===== src/shared/trip_pkg.sv =====
// Package: timing constants and carrier types for the thermal trip latch
package trip_pkg;
    // Clock rate in kHz and the enable window in ns
    localparam int CLK_KHZ = 100000;
    localparam int EN_WINDOW_NS = 10000;
    // Longest time rounds down to whole cycles
    localparam int EN_WINDOW_CYC = (EN_WINDOW_NS * (CLK_KHZ / 1000)) / 1000;
    // Cycles the enable is set early to cover the input sync delay
    localparam int EN_MARGIN_CYC = 4;
    // Width of the window counter
    localparam int CNT_W = 11;
    // Reset values
    localparam logic TRIP_RST = 1'b0;
    localparam logic EN_RST = 1'b0;

    // Synchronised inputs travel together
    typedef struct packed {
        logic sensor_hot;
        logic power_good;
    } sync_in_s;

    // Latch states
    typedef enum logic [2:0] {
        ST_OFF = 3'b001,
        ST_ARM = 3'b010,
        ST_RUN = 3'b100
    } latch_state_e;
endpackage


===== src/core/trip_sync.sv =====
// Two-flop synchroniser for the sensor and power-good inputs
`timescale 1ns/10ps
module trip_sync #(
    parameter int WIDTH = 2
) (
    input wire logic clk_sys,            // System clock
    input wire logic rstn,               // Async reset, active low
    input wire logic [WIDTH-1:0] d_in,   // Raw inputs
    output logic [WIDTH-1:0] q_out       // Synchronised outputs
);
    logic [WIDTH-1:0] meta_r;
    logic [WIDTH-1:0] meta_nxt;
    logic [WIDTH-1:0] sync_r;
    logic [WIDTH-1:0] sync_nxt;

    // Next values: first stage read only by the second
    always_comb begin
        meta_nxt = d_in;
        sync_nxt = meta_r;
    end

    // Register both stages
    always_ff @(posedge clk_sys or negedge rstn) begin
        if (!rstn) begin
            meta_r <= '0;
            sync_r <= '0;
        end else begin
            meta_r <= meta_nxt;
            sync_r <= sync_nxt;
        end
    end

    assign q_out = sync_r;
endmodule


===== src/core/thermal_trip_latch.sv =====
// Thermal trip latch with power-good gating and clock stop
`timescale 1ns/10ps

// Notes on behaviour
// - Trip asserts when the sensor reports the damage threshold.
// - A trip stops the internal clocks so execution halts.
// - Output drive enables within 10 us of power-good, drops with it.
// - Trip stays latched until power-good deasserts.
// - A still-hot die retrips within 10 us of power-good returning.
module thermal_trip_latch #(
    parameter int WINDOW_CYC = trip_pkg::EN_WINDOW_CYC
) (
    input wire logic clk_sys,        // System clock, 100 MHz
    input wire logic rstn,           // Async reset, active low
    input wire logic sensor_hot,     // Sensor past trip level
    input wire logic power_good_in,  // Platform power good
    output logic trip_n_out,         // Trip pin level, active low
    output logic trip_oe,            // Trip pin drive enable
    output logic clk_stop            // Halt internal clocks
);
    ////////////////////////////////////////////////////////////////////////
    // Parameter check: the arm phase needs a count above the margin
    if (WINDOW_CYC <= trip_pkg::EN_MARGIN_CYC ||
        WINDOW_CYC >= (1 << trip_pkg::CNT_W)) begin : g_bad_window
        $error("WINDOW_CYC out of counter range");
    end
    // Last arm count, cut to the counter width on purpose
    localparam int ARM_LAST_I = WINDOW_CYC - trip_pkg::EN_MARGIN_CYC;
    localparam logic [trip_pkg::CNT_W-1:0] ARM_LAST =
        ARM_LAST_I[trip_pkg::CNT_W-1:0];

    ////////////////////////////////////////////////////////////////////////
    // Input synchronisation
    trip_pkg::sync_in_s raw_in;
    trip_pkg::sync_in_s syn_in;
    logic [1:0] syn_bits;

    assign raw_in = '{sensor_hot: sensor_hot, power_good: power_good_in};
    trip_sync #(.WIDTH(2)) u_sync (
        .clk_sys(clk_sys),
        .rstn(rstn),
        .d_in(raw_in),
        .q_out(syn_bits)
    );
    assign syn_in = syn_bits;

    ////////////////////////////////////////////////////////////////////////
    // State, window counter and latch
    trip_pkg::latch_state_e state_r;
    trip_pkg::latch_state_e state_nxt;
    logic [trip_pkg::CNT_W-1:0] cnt_r;
    logic [trip_pkg::CNT_W-1:0] cnt_nxt;
    logic trip_r;
    logic trip_nxt;
    logic oe_r;
    logic oe_nxt;
    logic stop_r;
    logic stop_nxt;

    // Sensor is watched from power-good on, so a hot die retrips early
    always_comb begin
        state_nxt = state_r;
        cnt_nxt = cnt_r;
        trip_nxt = trip_r;
        oe_nxt = oe_r;
        stop_nxt = stop_r;
        case (state_r)
            trip_pkg::ST_OFF: begin
                cnt_nxt = '0;
                if (syn_in.power_good) begin
                    state_nxt = trip_pkg::ST_ARM;
                end
            end
            trip_pkg::ST_ARM: begin
                cnt_nxt = cnt_r + 1'b1;
                // Margin covers the sync delay so the pin is on in time
                if (cnt_r >= ARM_LAST) begin
                    state_nxt = trip_pkg::ST_RUN;
                    oe_nxt = 1'b1;
                end
            end
            trip_pkg::ST_RUN: begin
                cnt_nxt = '0;
            end
            default: begin
                state_nxt = trip_pkg::ST_OFF;
                cnt_nxt = '0;
            end
        endcase
        if (syn_in.power_good && syn_in.sensor_hot) begin
            trip_nxt = 1'b1;
            stop_nxt = 1'b1;
        end
        // Only power-good loss clears the latch and drive
        if (!syn_in.power_good) begin
            state_nxt = trip_pkg::ST_OFF;
            trip_nxt = trip_pkg::TRIP_RST;
            stop_nxt = 1'b0;
            oe_nxt = trip_pkg::EN_RST;
            cnt_nxt = '0;
        end
    end

    // Register the group
    always_ff @(posedge clk_sys or negedge rstn) begin
        if (!rstn) begin
            state_r <= trip_pkg::ST_OFF;
            cnt_r <= '0;
            trip_r <= trip_pkg::TRIP_RST;
            oe_r <= trip_pkg::EN_RST;
            stop_r <= 1'b0;
        end else begin
            state_r <= state_nxt;
            cnt_r <= cnt_nxt;
            trip_r <= trip_nxt;
            oe_r <= oe_nxt;
            stop_r <= stop_nxt;
        end
    end

    ////////////////////////////////////////////////////////////////////////
    // Pin outputs: active low level, drive only when enabled
    logic pin_r;
    logic pin_nxt;
    logic pe_r;
    logic pe_nxt;
    always_comb begin
        pin_nxt = !trip_r;
        pe_nxt = oe_nxt;
    end
    always_ff @(posedge clk_sys or negedge rstn) begin
        if (!rstn) begin
            pin_r <= 1'b1;
            pe_r <= 1'b0;
        end else begin
            pin_r <= pin_nxt;
            pe_r <= pe_nxt;
        end
    end
    assign trip_n_out = pin_r;
    assign trip_oe = pe_r;
    assign clk_stop = stop_r;

    ////////////////////////////////////////////////////////////////////////
    // Check helper: cycles since synchronised power good rose
    logic [trip_pkg::CNT_W-1:0] pg_age_r;
    logic [trip_pkg::CNT_W-1:0] pg_age_nxt;
    // Window runs from the raw input; the age lags it by two edges,
    // so the bound does not lean on the design's own margin
    localparam int OE_AGE_I = WINDOW_CYC - 2;
    localparam logic [trip_pkg::CNT_W-1:0] OE_AGE =
        OE_AGE_I[trip_pkg::CNT_W-1:0];

    // Age saturates so a long powered run never wraps back to zero
    always_comb begin
        pg_age_nxt = pg_age_r;
        if (!syn_in.power_good) begin
            pg_age_nxt = '0;
        end else if (pg_age_r != '1) begin
            pg_age_nxt = pg_age_r + 1'b1;
        end
    end
    always_ff @(posedge clk_sys or negedge rstn) begin
        if (!rstn) begin
            pg_age_r <= '0;
        end else begin
            pg_age_r <= pg_age_nxt;
        end
    end

    ////////////////////////////////////////////////////////////////////////
    // Checks
    chk_hot_trips: assert property (
        @(posedge clk_sys) disable iff (!rstn)
        syn_in.power_good && syn_in.sensor_hot |=> trip_r)
        else $error("trip not set on hot sensor");
    chk_clock_stops: assert property (
        @(posedge clk_sys) disable iff (!rstn)
        trip_oe && !trip_n_out |-> clk_stop)
        else $error("clocks not stopped on trip");
    chk_drive_window: assert property (
        @(posedge clk_sys) disable iff (!rstn)
        syn_in.power_good && pg_age_r >= OE_AGE |-> trip_oe)
        else $error("drive not enabled within window");
    chk_drive_drops: assert property (
        @(posedge clk_sys) disable iff (!rstn)
        !syn_in.power_good |=> !trip_oe)
        else $error("drive not dropped with power good");
    chk_drive_needs_pg: assert property (
        @(posedge clk_sys) disable iff (!rstn)
        trip_oe |-> $past(syn_in.power_good))
        else $error("pin driven without power good");
    chk_trip_holds: assert property (
        @(posedge clk_sys) disable iff (!rstn)
        trip_r && syn_in.power_good |=> trip_r)
        else $error("trip released while powered");
    chk_retrip_hot: assert property (
        @(posedge clk_sys) disable iff (!rstn)
        $rose(syn_in.power_good) && syn_in.sensor_hot |-> ##2 !trip_n_out)
        else $error("hot die did not retrip");
    chk_pin_cause: assert property (
        @(posedge clk_sys) disable iff (!rstn)
        $fell(trip_n_out) |->
        $past(syn_in.sensor_hot, 2) && $past(syn_in.power_good, 2))
        else $error("pin fell without a powered hot sensor");
    chk_clear_off: assert property (
        @(posedge clk_sys) disable iff (!rstn)
        !syn_in.power_good |=> !trip_r && !stop_r)
        else $error("latch not cleared on power loss");
    cov_trip: cover property (
        @(posedge clk_sys) disable iff (!rstn)
        $rose(trip_r));
    cov_enable: cover property (
        @(posedge clk_sys) disable iff (!rstn)
        $rose(trip_oe));
    cov_clear: cover property (
        @(posedge clk_sys) disable iff (!rstn)
        $fell(trip_r));
    cov_hot_power_up: cover property (
        @(posedge clk_sys) disable iff (!rstn)
        $rose(syn_in.power_good) && syn_in.sensor_hot);
    cov_trip_power_loss: cover property (
        @(posedge clk_sys) disable iff (!rstn)
        $fell(syn_in.power_good) && trip_r);
endmodule


===== config.mk =====
export PLATFORM = sky130hd
export DESIGN_NAME = thermal_trip_latch
export DESIGN_NICKNAME = d
export VERILOG_FILES = /design/src/shared/trip_pkg.sv /design/src/core/trip_sync.sv /design/src/core/thermal_trip_latch.sv
export SDC_FILE = /design/constraint.sdc
export NUM_CORES = 1
export LEC_CHECK = 0
export CORE_MARGIN = 8
export CORE_UTILIZATION = 53
export DETAILED_ROUTE_END_ITERATION = 10
export DONT_BUFFER_PORTS = 1
export PLACE_DENSITY = 0.71
export REMOVE_ABC_BUFFERS = 1
export SKIP_CTS_REPAIR_TIMING = 1
export SKIP_LAST_GASP = 1
export SLEW_MARGIN = 30
export SYNTH_ARGS = -nofsm -noshare
export SYNTH_HDL_FRONTEND = slang
export SYNTH_SLANG_ARGS = --single-unit

===== constraint.sdc =====
create_clock -name clk_sys -period 1.45 [get_ports clk_sys]
set_clock_uncertainty 0.1 [all_clocks]
set_input_delay 0 -clock clk_sys [delete_from_list [all_inputs] [get_ports clk_sys]]
set_output_delay 0 -clock clk_sys [all_outputs]
set_load 0.005 [all_outputs]

==> results of run 1 <==
critical path, delay by kind of cell, from the launching register on:
kind	cells	cell delay, ns
AO/OA/AOI/OAI	1	0.13
adder cells (fa/ha/maj)	1	0.17
flip-flops	1	0.42
AND/OR/NAND/NOR	2	0.63
flip-flops by register name, indices dropped and copies added, names as in the netlist:
signal / count
state_r: 3
trip_n_out: 1
cnt_r: 11
u_sync.q_out: 2
clk_stop: 1
trip_oe: 1
u_sync.meta_r: 2
through the flow:
step                      instance area (um^2)  util (%)  power (mW)  setup slack [ns]
after floorplan                            896         -       0.668           -0.0821
after global placement                    1010      61.0       0.682           -0.0471
after detailed placement                  1010      61.0       0.686           -0.0784
after CTS                                 1040      62.8       0.973           -0.0851
after global routing                      1170      70.9        1.02            -0.104
final                                     1170      70.9       0.978           -0.0638
metal layers:
metal  routed length [um]  up-vias
met2                 1020        9
met4                   36        0
met5                    0        -
met1                  817      338
met3                   48        4
li1                     -      332
kinds of logic (layout without fill, tap and decap cells):
logic type                 after synthesis  after routing  synth area share (%)
DFF                                     21             21                  58.7
buffers and inverters                    6             31                  2.50
adders and majority gates                2              2                  2.78
AOI/OAI and AO/OA                       20             20                  14.2
xor gates and xnor gates                 4              4                  3.90
and+or+nand+nor                         24             24                  17.9
path summary, 6_finish.rpt:
kind                               endpoint  depth (start not counted)              from
setup / recovery                   cnt_r[8]                          4          cnt_r[1]
min in group clk_sys       u_sync.meta_r[1]                          1        sensor_hot
max in group asynchronous          cnt_r[4]                          1              rstn
setup reg to reg                   cnt_r[8]                          4          cnt_r[1]
hold reg to reg             u_sync.q_out[1]                          0  u_sync.meta_r[1]
hold / removal                     cnt_r[8]                          1              rstn
power by group:
group	switching, mW	total (mW)	internal [mW]
Combinational	0.0296	0.0579	0.0283
Clock	0.180	0.285	0.105
Sequential	0.0231	0.635	0.612
Total	0.233	0.978	0.745
layout by cell type, fill, tap and decap left out, types with 2 or more instances in the layout:
master	synthesis	final
sky130_fd_sc_hd__a21oi_1	6	3
sky130_fd_sc_hd__a21oi_2	0	3
sky130_fd_sc_hd__buf_4	0	18
sky130_fd_sc_hd__clkbuf_4	0	3
sky130_fd_sc_hd__dfrtp_1	19	18
sky130_fd_sc_hd__dfstp_2	2	2
sky130_fd_sc_hd__dlygate4sd3_1	0	3
sky130_fd_sc_hd__inv_1	5	5
sky130_fd_sc_hd__nand2_1	4	3
sky130_fd_sc_hd__nand3_1	2	2
sky130_fd_sc_hd__nor2_1	4	4
sky130_fd_sc_hd__nor4bb_1	2	2
sky130_fd_sc_hd__o21ai_0	5	5
sky130_fd_sc_hd__o31ai_1	4	4
sky130_fd_sc_hd__or4_1	4	3
sky130_fd_sc_hd__xor2_1	3	3
area by class of cell:
cell class	count	area, um^2
Clock buffer	3	22.5
Clock inverter	1	7.51
Fill cell	132	480
Inverter	5	18.8
Multi-Input combinational cell	50	395
Sequential cell	21	529
Tap cell	17	21.3
Timing Repair Buffer	22	176
==> results.py, run 1 <==
metrics = {
    "global_route": {
        "first_global_vias": 631,
        "gr-usage-met3_pct": 2.44,
        "use_met2_pct": 17.5,
        "grt_antenna_before_repair": 0,
        "gr-usage-met1_pct": 12.2,
        "globalRouteTotalUtil_pct": 10.4,
        "grt_busiest_layer": "met2",
        "global_route_wire_length_before_repair_um": 2780,
        "largest_net_degree_at_the_start_of_global_routing": 22,
        "grt_overflow_total": 0,
    },
    "layout": {
        "insertedDiodeCount": 0,
        "area_delta_synth_final_pct": 30.2,
        "number_of_non_filler_instances_in_the_completed_layout": 119,
        "post_layout_net_count": 109,
        "layout-drive-gt1-share_pct": 36.3,
    },
    "timing": {
        "rsz0062_at_grt": "true",
        "post_layout_minimum_cycle_time_ns": 1.51,
        "layout_worst_path_cycle_share_pct": 104,
        "postLayoutSetupSlackWorst_ns": -0.0638,
        "drv_slew": 0,
        "setup_viol_count_final": 3,
        "maximum_clock_frequency_mhz": 661,
        "finalHoldViolations": 0,
        "timing.slew.headroom_pct": 40.6,
        "setup-tns-final_ns": -0.0705,
        "hold_slack_ns": 0.148,
        "actual_transition_at_the_worst_max_transition_pin_ns": 0.888,
    },
    "run_status": {
        "violations": "setup timing",
        "run_status": "finished with violations",
    },
    "placed_design": {
        "portBuffers": 0,
        "place_hpwl_um": 1190,
        "place_inst": 105,
        "routabilityCongestion": 0.824,
    },
    "synthesis": {
        "synth.distinct_cells": 28,
        "proportion_of_synthesized_chip_area_in_sequential_cells_pct": 58.7,
        "post_synth.cell_area_avg_um2": 11.7,
        "synth.largest_area_cell": "sky130_fd_sc_hd__dfrtp_1",
        "netlist_area_um2": 900,
        "netlist_instances": 77,
        "synthTopCellsByCount": "sky130_fd_sc_hd__dfrtp_1, sky130_fd_sc_hd__a21oi_1, sky130_fd_sc_hd__inv_1, sky130_fd_sc_hd__o21ai_0",
        "synth.area.top_cells": "sky130_fd_sc_hd__dfrtp_1, sky130_fd_sc_hd__dfstp_2, sky130_fd_sc_hd__a21oi_1",
        "yosysTopAreaCellShare_pct": 52.9,
        "ys_dominant_reg_cell": "sky130_fd_sc_hd__dfrtp_1",
        "synth_warnings": 0,
        "async_flop_share_pct": 100,
        "post_synth_edffs": 0,
        "post_synthesis_register_bit_count": 21,
        "synthMostInstantiatedCell": "sky130_fd_sc_hd__dfrtp_1",
    },
    "floorplanning": {
        "floorplan.die_area_um2": 3270,
        "start_util_pct": 54.5,
        "die_w_um": 57.2,
        "core_area_um2": 1650,
        "fp-row-count": 15,
        "design.portCount": 7,
        "die-height_um": 57.2,
    },
    "drt": {
        "route.antenna.remaining_nets": 0,
        "drc": 0,
        "vias_per_cell": 5.74,
        "routed_length_per_instance_um": 16.2,
        "via_count": 683,
        "drt_pre_antenna_iters": 4,
        "drtIter0Drc": 22,
        "routed_wl_um": 1920,
    },
    "critical_path": {
        "cp_data_required_time_ns": 1.59,
        "timing_worst_setup_path_type": "register to register",
        "worst-r2r-setup-slack_ns": -0.06,
        "highest_fanout_seen_on_the_critical_path": 4,
        "worst_setup_path_end_kind": "register",
        "crit_path_max_incr_delay_ns": 0.54,
        "critical_path_arrival_ns": 1.66,
        "crit_path_launch_type": "register",
        "critical_path.cell_chain": "ha_4 -> nand4_4 -> or4_1 -> a21oi_1",
        "cp_slowest_cell": "sky130_fd_sc_hd__or4_1",
    },
    "worst_hold_path": {
        "worstHoldPathType": "input port to async pin",
    },
    "clock_tree": {
        "cts_inserted_buffers": 3,
        "clock_sinks": 21,
        "cts-htree-levels": 1,
        "cts_tree": "done",
        "cts_root_cell": "sky130_fd_sc_hd__clkbuf_4",
        "ctsLongestPathBuffers": 2,
        "clkLatencyLatePin_ns": 0.30,
        "worst_setup_hold_path_clk_slew_ns": 0.12,
    },
    "power_and_ir_drop": {
        "powerDensity_nw_per_um2": 835,
        "vdd.ir_drop.worst_v": 0.000636,
        "total_leakage_power_nw": 0.509,
    },
    "flow_run": {
        "max_cap_viol_count": 0,
    },
}
No activity file was read; power rests on OpenSTA's default activity.
==> run 2, diff against run 1 <==
--- a/config.mk
+++ b/config.mk
@@ -6,10 +6,11 @@
 export NUM_CORES = 1
 export LEC_CHECK = 0
 export CORE_MARGIN = 8
-export CORE_UTILIZATION = 53
+export CORE_UTILIZATION = 60
 export DETAILED_ROUTE_END_ITERATION = 10
 export DONT_BUFFER_PORTS = 1
-export PLACE_DENSITY = 0.71
+export GPL_TIMING_DRIVEN = 0
+export PLACE_DENSITY = 0.76
 export REMOVE_ABC_BUFFERS = 1
 export SKIP_CTS_REPAIR_TIMING = 1
 export SKIP_LAST_GASP = 1
==> constraint.sdc (replaced) <==
create_clock -name clk_sys -period 1.79 [get_ports clk_sys]
set_clock_uncertainty 0.1 [all_clocks]
set_input_delay 0 -clock clk_sys [delete_from_list [all_inputs] [get_ports clk_sys]]
set_output_delay 0 -clock clk_sys [all_outputs]
set_load 0.005 [all_outputs]
==> run 2 against run 1 <==
Compared with the run above:
- the run now ends clean
- wire length down 19%
- die area down 8.5%
- first-iteration DRC count down 68%
- cell area down 17%
- combinational power down 28%
- sequential cell count unchanged
- global-route usage up 1.5 points
- sequential power down 19%
==> results.py, run 2 (synthesis results as in run 1) <==
metrics = {
    "run_status": {
        "run_status": "finished, final reports clean",
    },
    "layout": {
        "layout-drive-gt1-share_pct": 12.0,
        "multi_input_area_um2": 349,
        "insertedDiodeCount": 0,
        "largest-register": "cnt_r",
        "area_delta_synth_final_pct": 8.21,
        "post_layout_net_count": 90,
        "layout_common_cells": "sky130_fd_sc_hd__dfrtp_1, sky130_fd_sc_hd__a21oi_1, sky130_fd_sc_hd__inv_1, sky130_fd_sc_hd__o21ai_0",
        "mostFrequentLayoutCell": "sky130_fd_sc_hd__dfrtp_1",
        "n_fill_cell": 109,
        "regArea_um2": 528,
        "largest_register_ff_count": 11,
        "reg.largest.list": "cnt_r x11, state_r x3",
    },
    "timing": {
        "finalHoldViolations": 0,
        "timing.slew.headroom_pct": 36.9,
        "layout_worst_path_cycle_share_pct": 94.2,
        "setup-tns-final_ns": 0,
        "drv_slew": 0,
        "maximum_clock_frequency_mhz": 593,
        "post_layout_minimum_cycle_time_ns": 1.69,
        "setup_viol_count_final": 0,
        "hold_slack_ns": 0.151,
        "rsz0062_at_grt": "false",
        "actual_transition_at_the_worst_max_transition_pin_ns": 0.944,
    },
    "power_and_ir_drop": {
        "total_leakage_power_nw": 0.411,
        "powerDensity_nw_per_um2": 797,
        "design_power_total_mw": 0.776,
        "vdd.ir_drop.worst_v": 0.000647,
        "comb_power_share_pct": 5.4,
        "netSwitchingPower_mw": 0.177,
        "share_seq_of_total_power_pct": 66.2,
        "internal_mw": 0.598,
        "clock_power_share_pct": 28.4,
        "switching_share_pct": 22.9,
    },
    "drt": {
        "drt_pre_antenna_iters": 6,
        "vias_per_cell": 6.07,
        "via_count": 601,
        "route.antenna.remaining_nets": 0,
        "drc": 0,
        "routed_length_per_instance_um": 15.7,
        "routed_wl_um": 1550,
        "drtIter0Drc": 7,
    },
    "floorplanning": {
        "fp-row-count": 14,
        "floorplan.die_area_um2": 2990,
        "die-height_um": 54.7,
        "design.portCount": 7,
        "core_area_um2": 1450,
        "start_util_pct": 61.9,
        "die_w_um": 54.7,
    },
    "global_route": {
        "first_global_vias": 595,
        "globalRouteTotalUtil_pct": 11.9,
        "largest_net_degree_at_the_start_of_global_routing": 22,
        "global_route_wire_length_before_repair_um": 2580,
        "grt_antenna_before_repair": 0,
        "grt_overflow_total": 0,
    },
    "clock_tree": {
        "cts_inserted_buffers": 3,
        "cts-htree-levels": 1,
        "ctsLongestPathBuffers": 2,
        "clkLatencyLatePin_ns": 0.30,
        "cts_root_cell": "sky130_fd_sc_hd__clkbuf_4",
        "clock_sinks": 21,
        "worst_setup_hold_path_clk_slew_ns": 0.11,
        "cts_tree": "done",
    },
    "critical_path": {
        "path_buf_inv": 0,
        "critical_path.cell_chain": "ha_1 -> nand4_2 -> or4_1 -> a21oi_1",
        "critical_path_arrival_ns": 1.80,
        "worst_setup_path_end_kind": "register",
        "cp_data_required_time_ns": 1.91,
        "cp_slowest_cell": "sky130_fd_sc_hd__or4_1",
        "crit_path_launch_type": "register",
        "crit_path_max_incr_delay_ns": 0.50,
        "timing_worst_setup_path_type": "register to register",
        "critical-path-top-delay-family": "simple AND/OR/NAND/NOR gates",
        "highest_fanout_seen_on_the_critical_path": 6,
    },
    "placed_design": {
        "portBuffers": 0,
        "routabilityCongestion": 0.775,
        "place_hpwl_um": 1050,
    },
    "worst_hold_path": {
        "worstHoldPathType": "input port to register",
    },
    "flow_run": {
        "max_cap_viol_count": 0,
    },
}
[run 2: final cells by class]
type / count / share of cell area, %
Sequential cell: 21 / 54.2
Multi-Input combinational cell: 50 / 35.9
Timing Repair Buffer: 3 / 3.08
Clock buffer: 3 / 2.31
Tap cell: 16 / 2.06
Inverter: 5 / 1.93
Clock inverter: 1 / 0.514
[run 2: power by group through the flow]
stage          Combinational, mW  Sequential, mW  Clock, mW
5_1_grt                   0.0483           0.517      0.240
6_report                  0.0418           0.513      0.221
3_3_place_gp              0.0262           0.522          0
2_1_floorplan             0.0233           0.518          0
4_1_cts                   0.0285           0.514      0.232
3_5_place_dp              0.0281           0.523          0
[run 2: path summary, 6_finish.rpt]
check	from	endpoint	slack, ns	cells past startpoint
worst min register to register	u_sync.meta_r[0]	u_sync.q_out[0]	0.26	0
max in group asynchronous	rstn	cnt_r[1]	0.84	1
worst min-delay path	power_good_in	u_sync.meta_r[0]	0.15	1
worst max register to register	cnt_r[0]	cnt_r[8]	0.10	4
worst max-delay path	cnt_r[0]	cnt_r[8]	0.10	4
min in group asynchronous	rstn	cnt_r[8]	0.18	1
[run 2: routing by layer]
| metal | part of all wire (%) | global-route usage, % | routed length [um] |
|---|---|---|---|
| met5 | 0 | 0 | 0 |
| met1 | 46 | 14.2 | 710 |
| met4 | 2.6 | 8.61 | 41 |
| met2 | 48 | 18.5 | 752 |
| met3 | 3.0 | 2.45 | 46 |
[run 2: worst reg2reg max path, cell delays in order (launching register included)]
cell,delay [ns]
sky130_fd_sc_hd__dfrtp_1,0.42
sky130_fd_sc_hd__ha_1,0.25
sky130_fd_sc_hd__nand4_2,0.19
sky130_fd_sc_hd__or4_1,0.50
sky130_fd_sc_hd__a21oi_1,0.16
[run 2: metrics by stage]
step                      cell area, um^2  cells  util [%]  setup WS [ns]
after global placement                916     92      63.0          0.175
after floorplan                       896     76         -          0.258
final                                 973     99      67.0          0.104
after CTS                             943     96      64.9          0.105
after global routing                  973     99      67.0        0.00320
after detailed placement              916     92      63.0          0.146
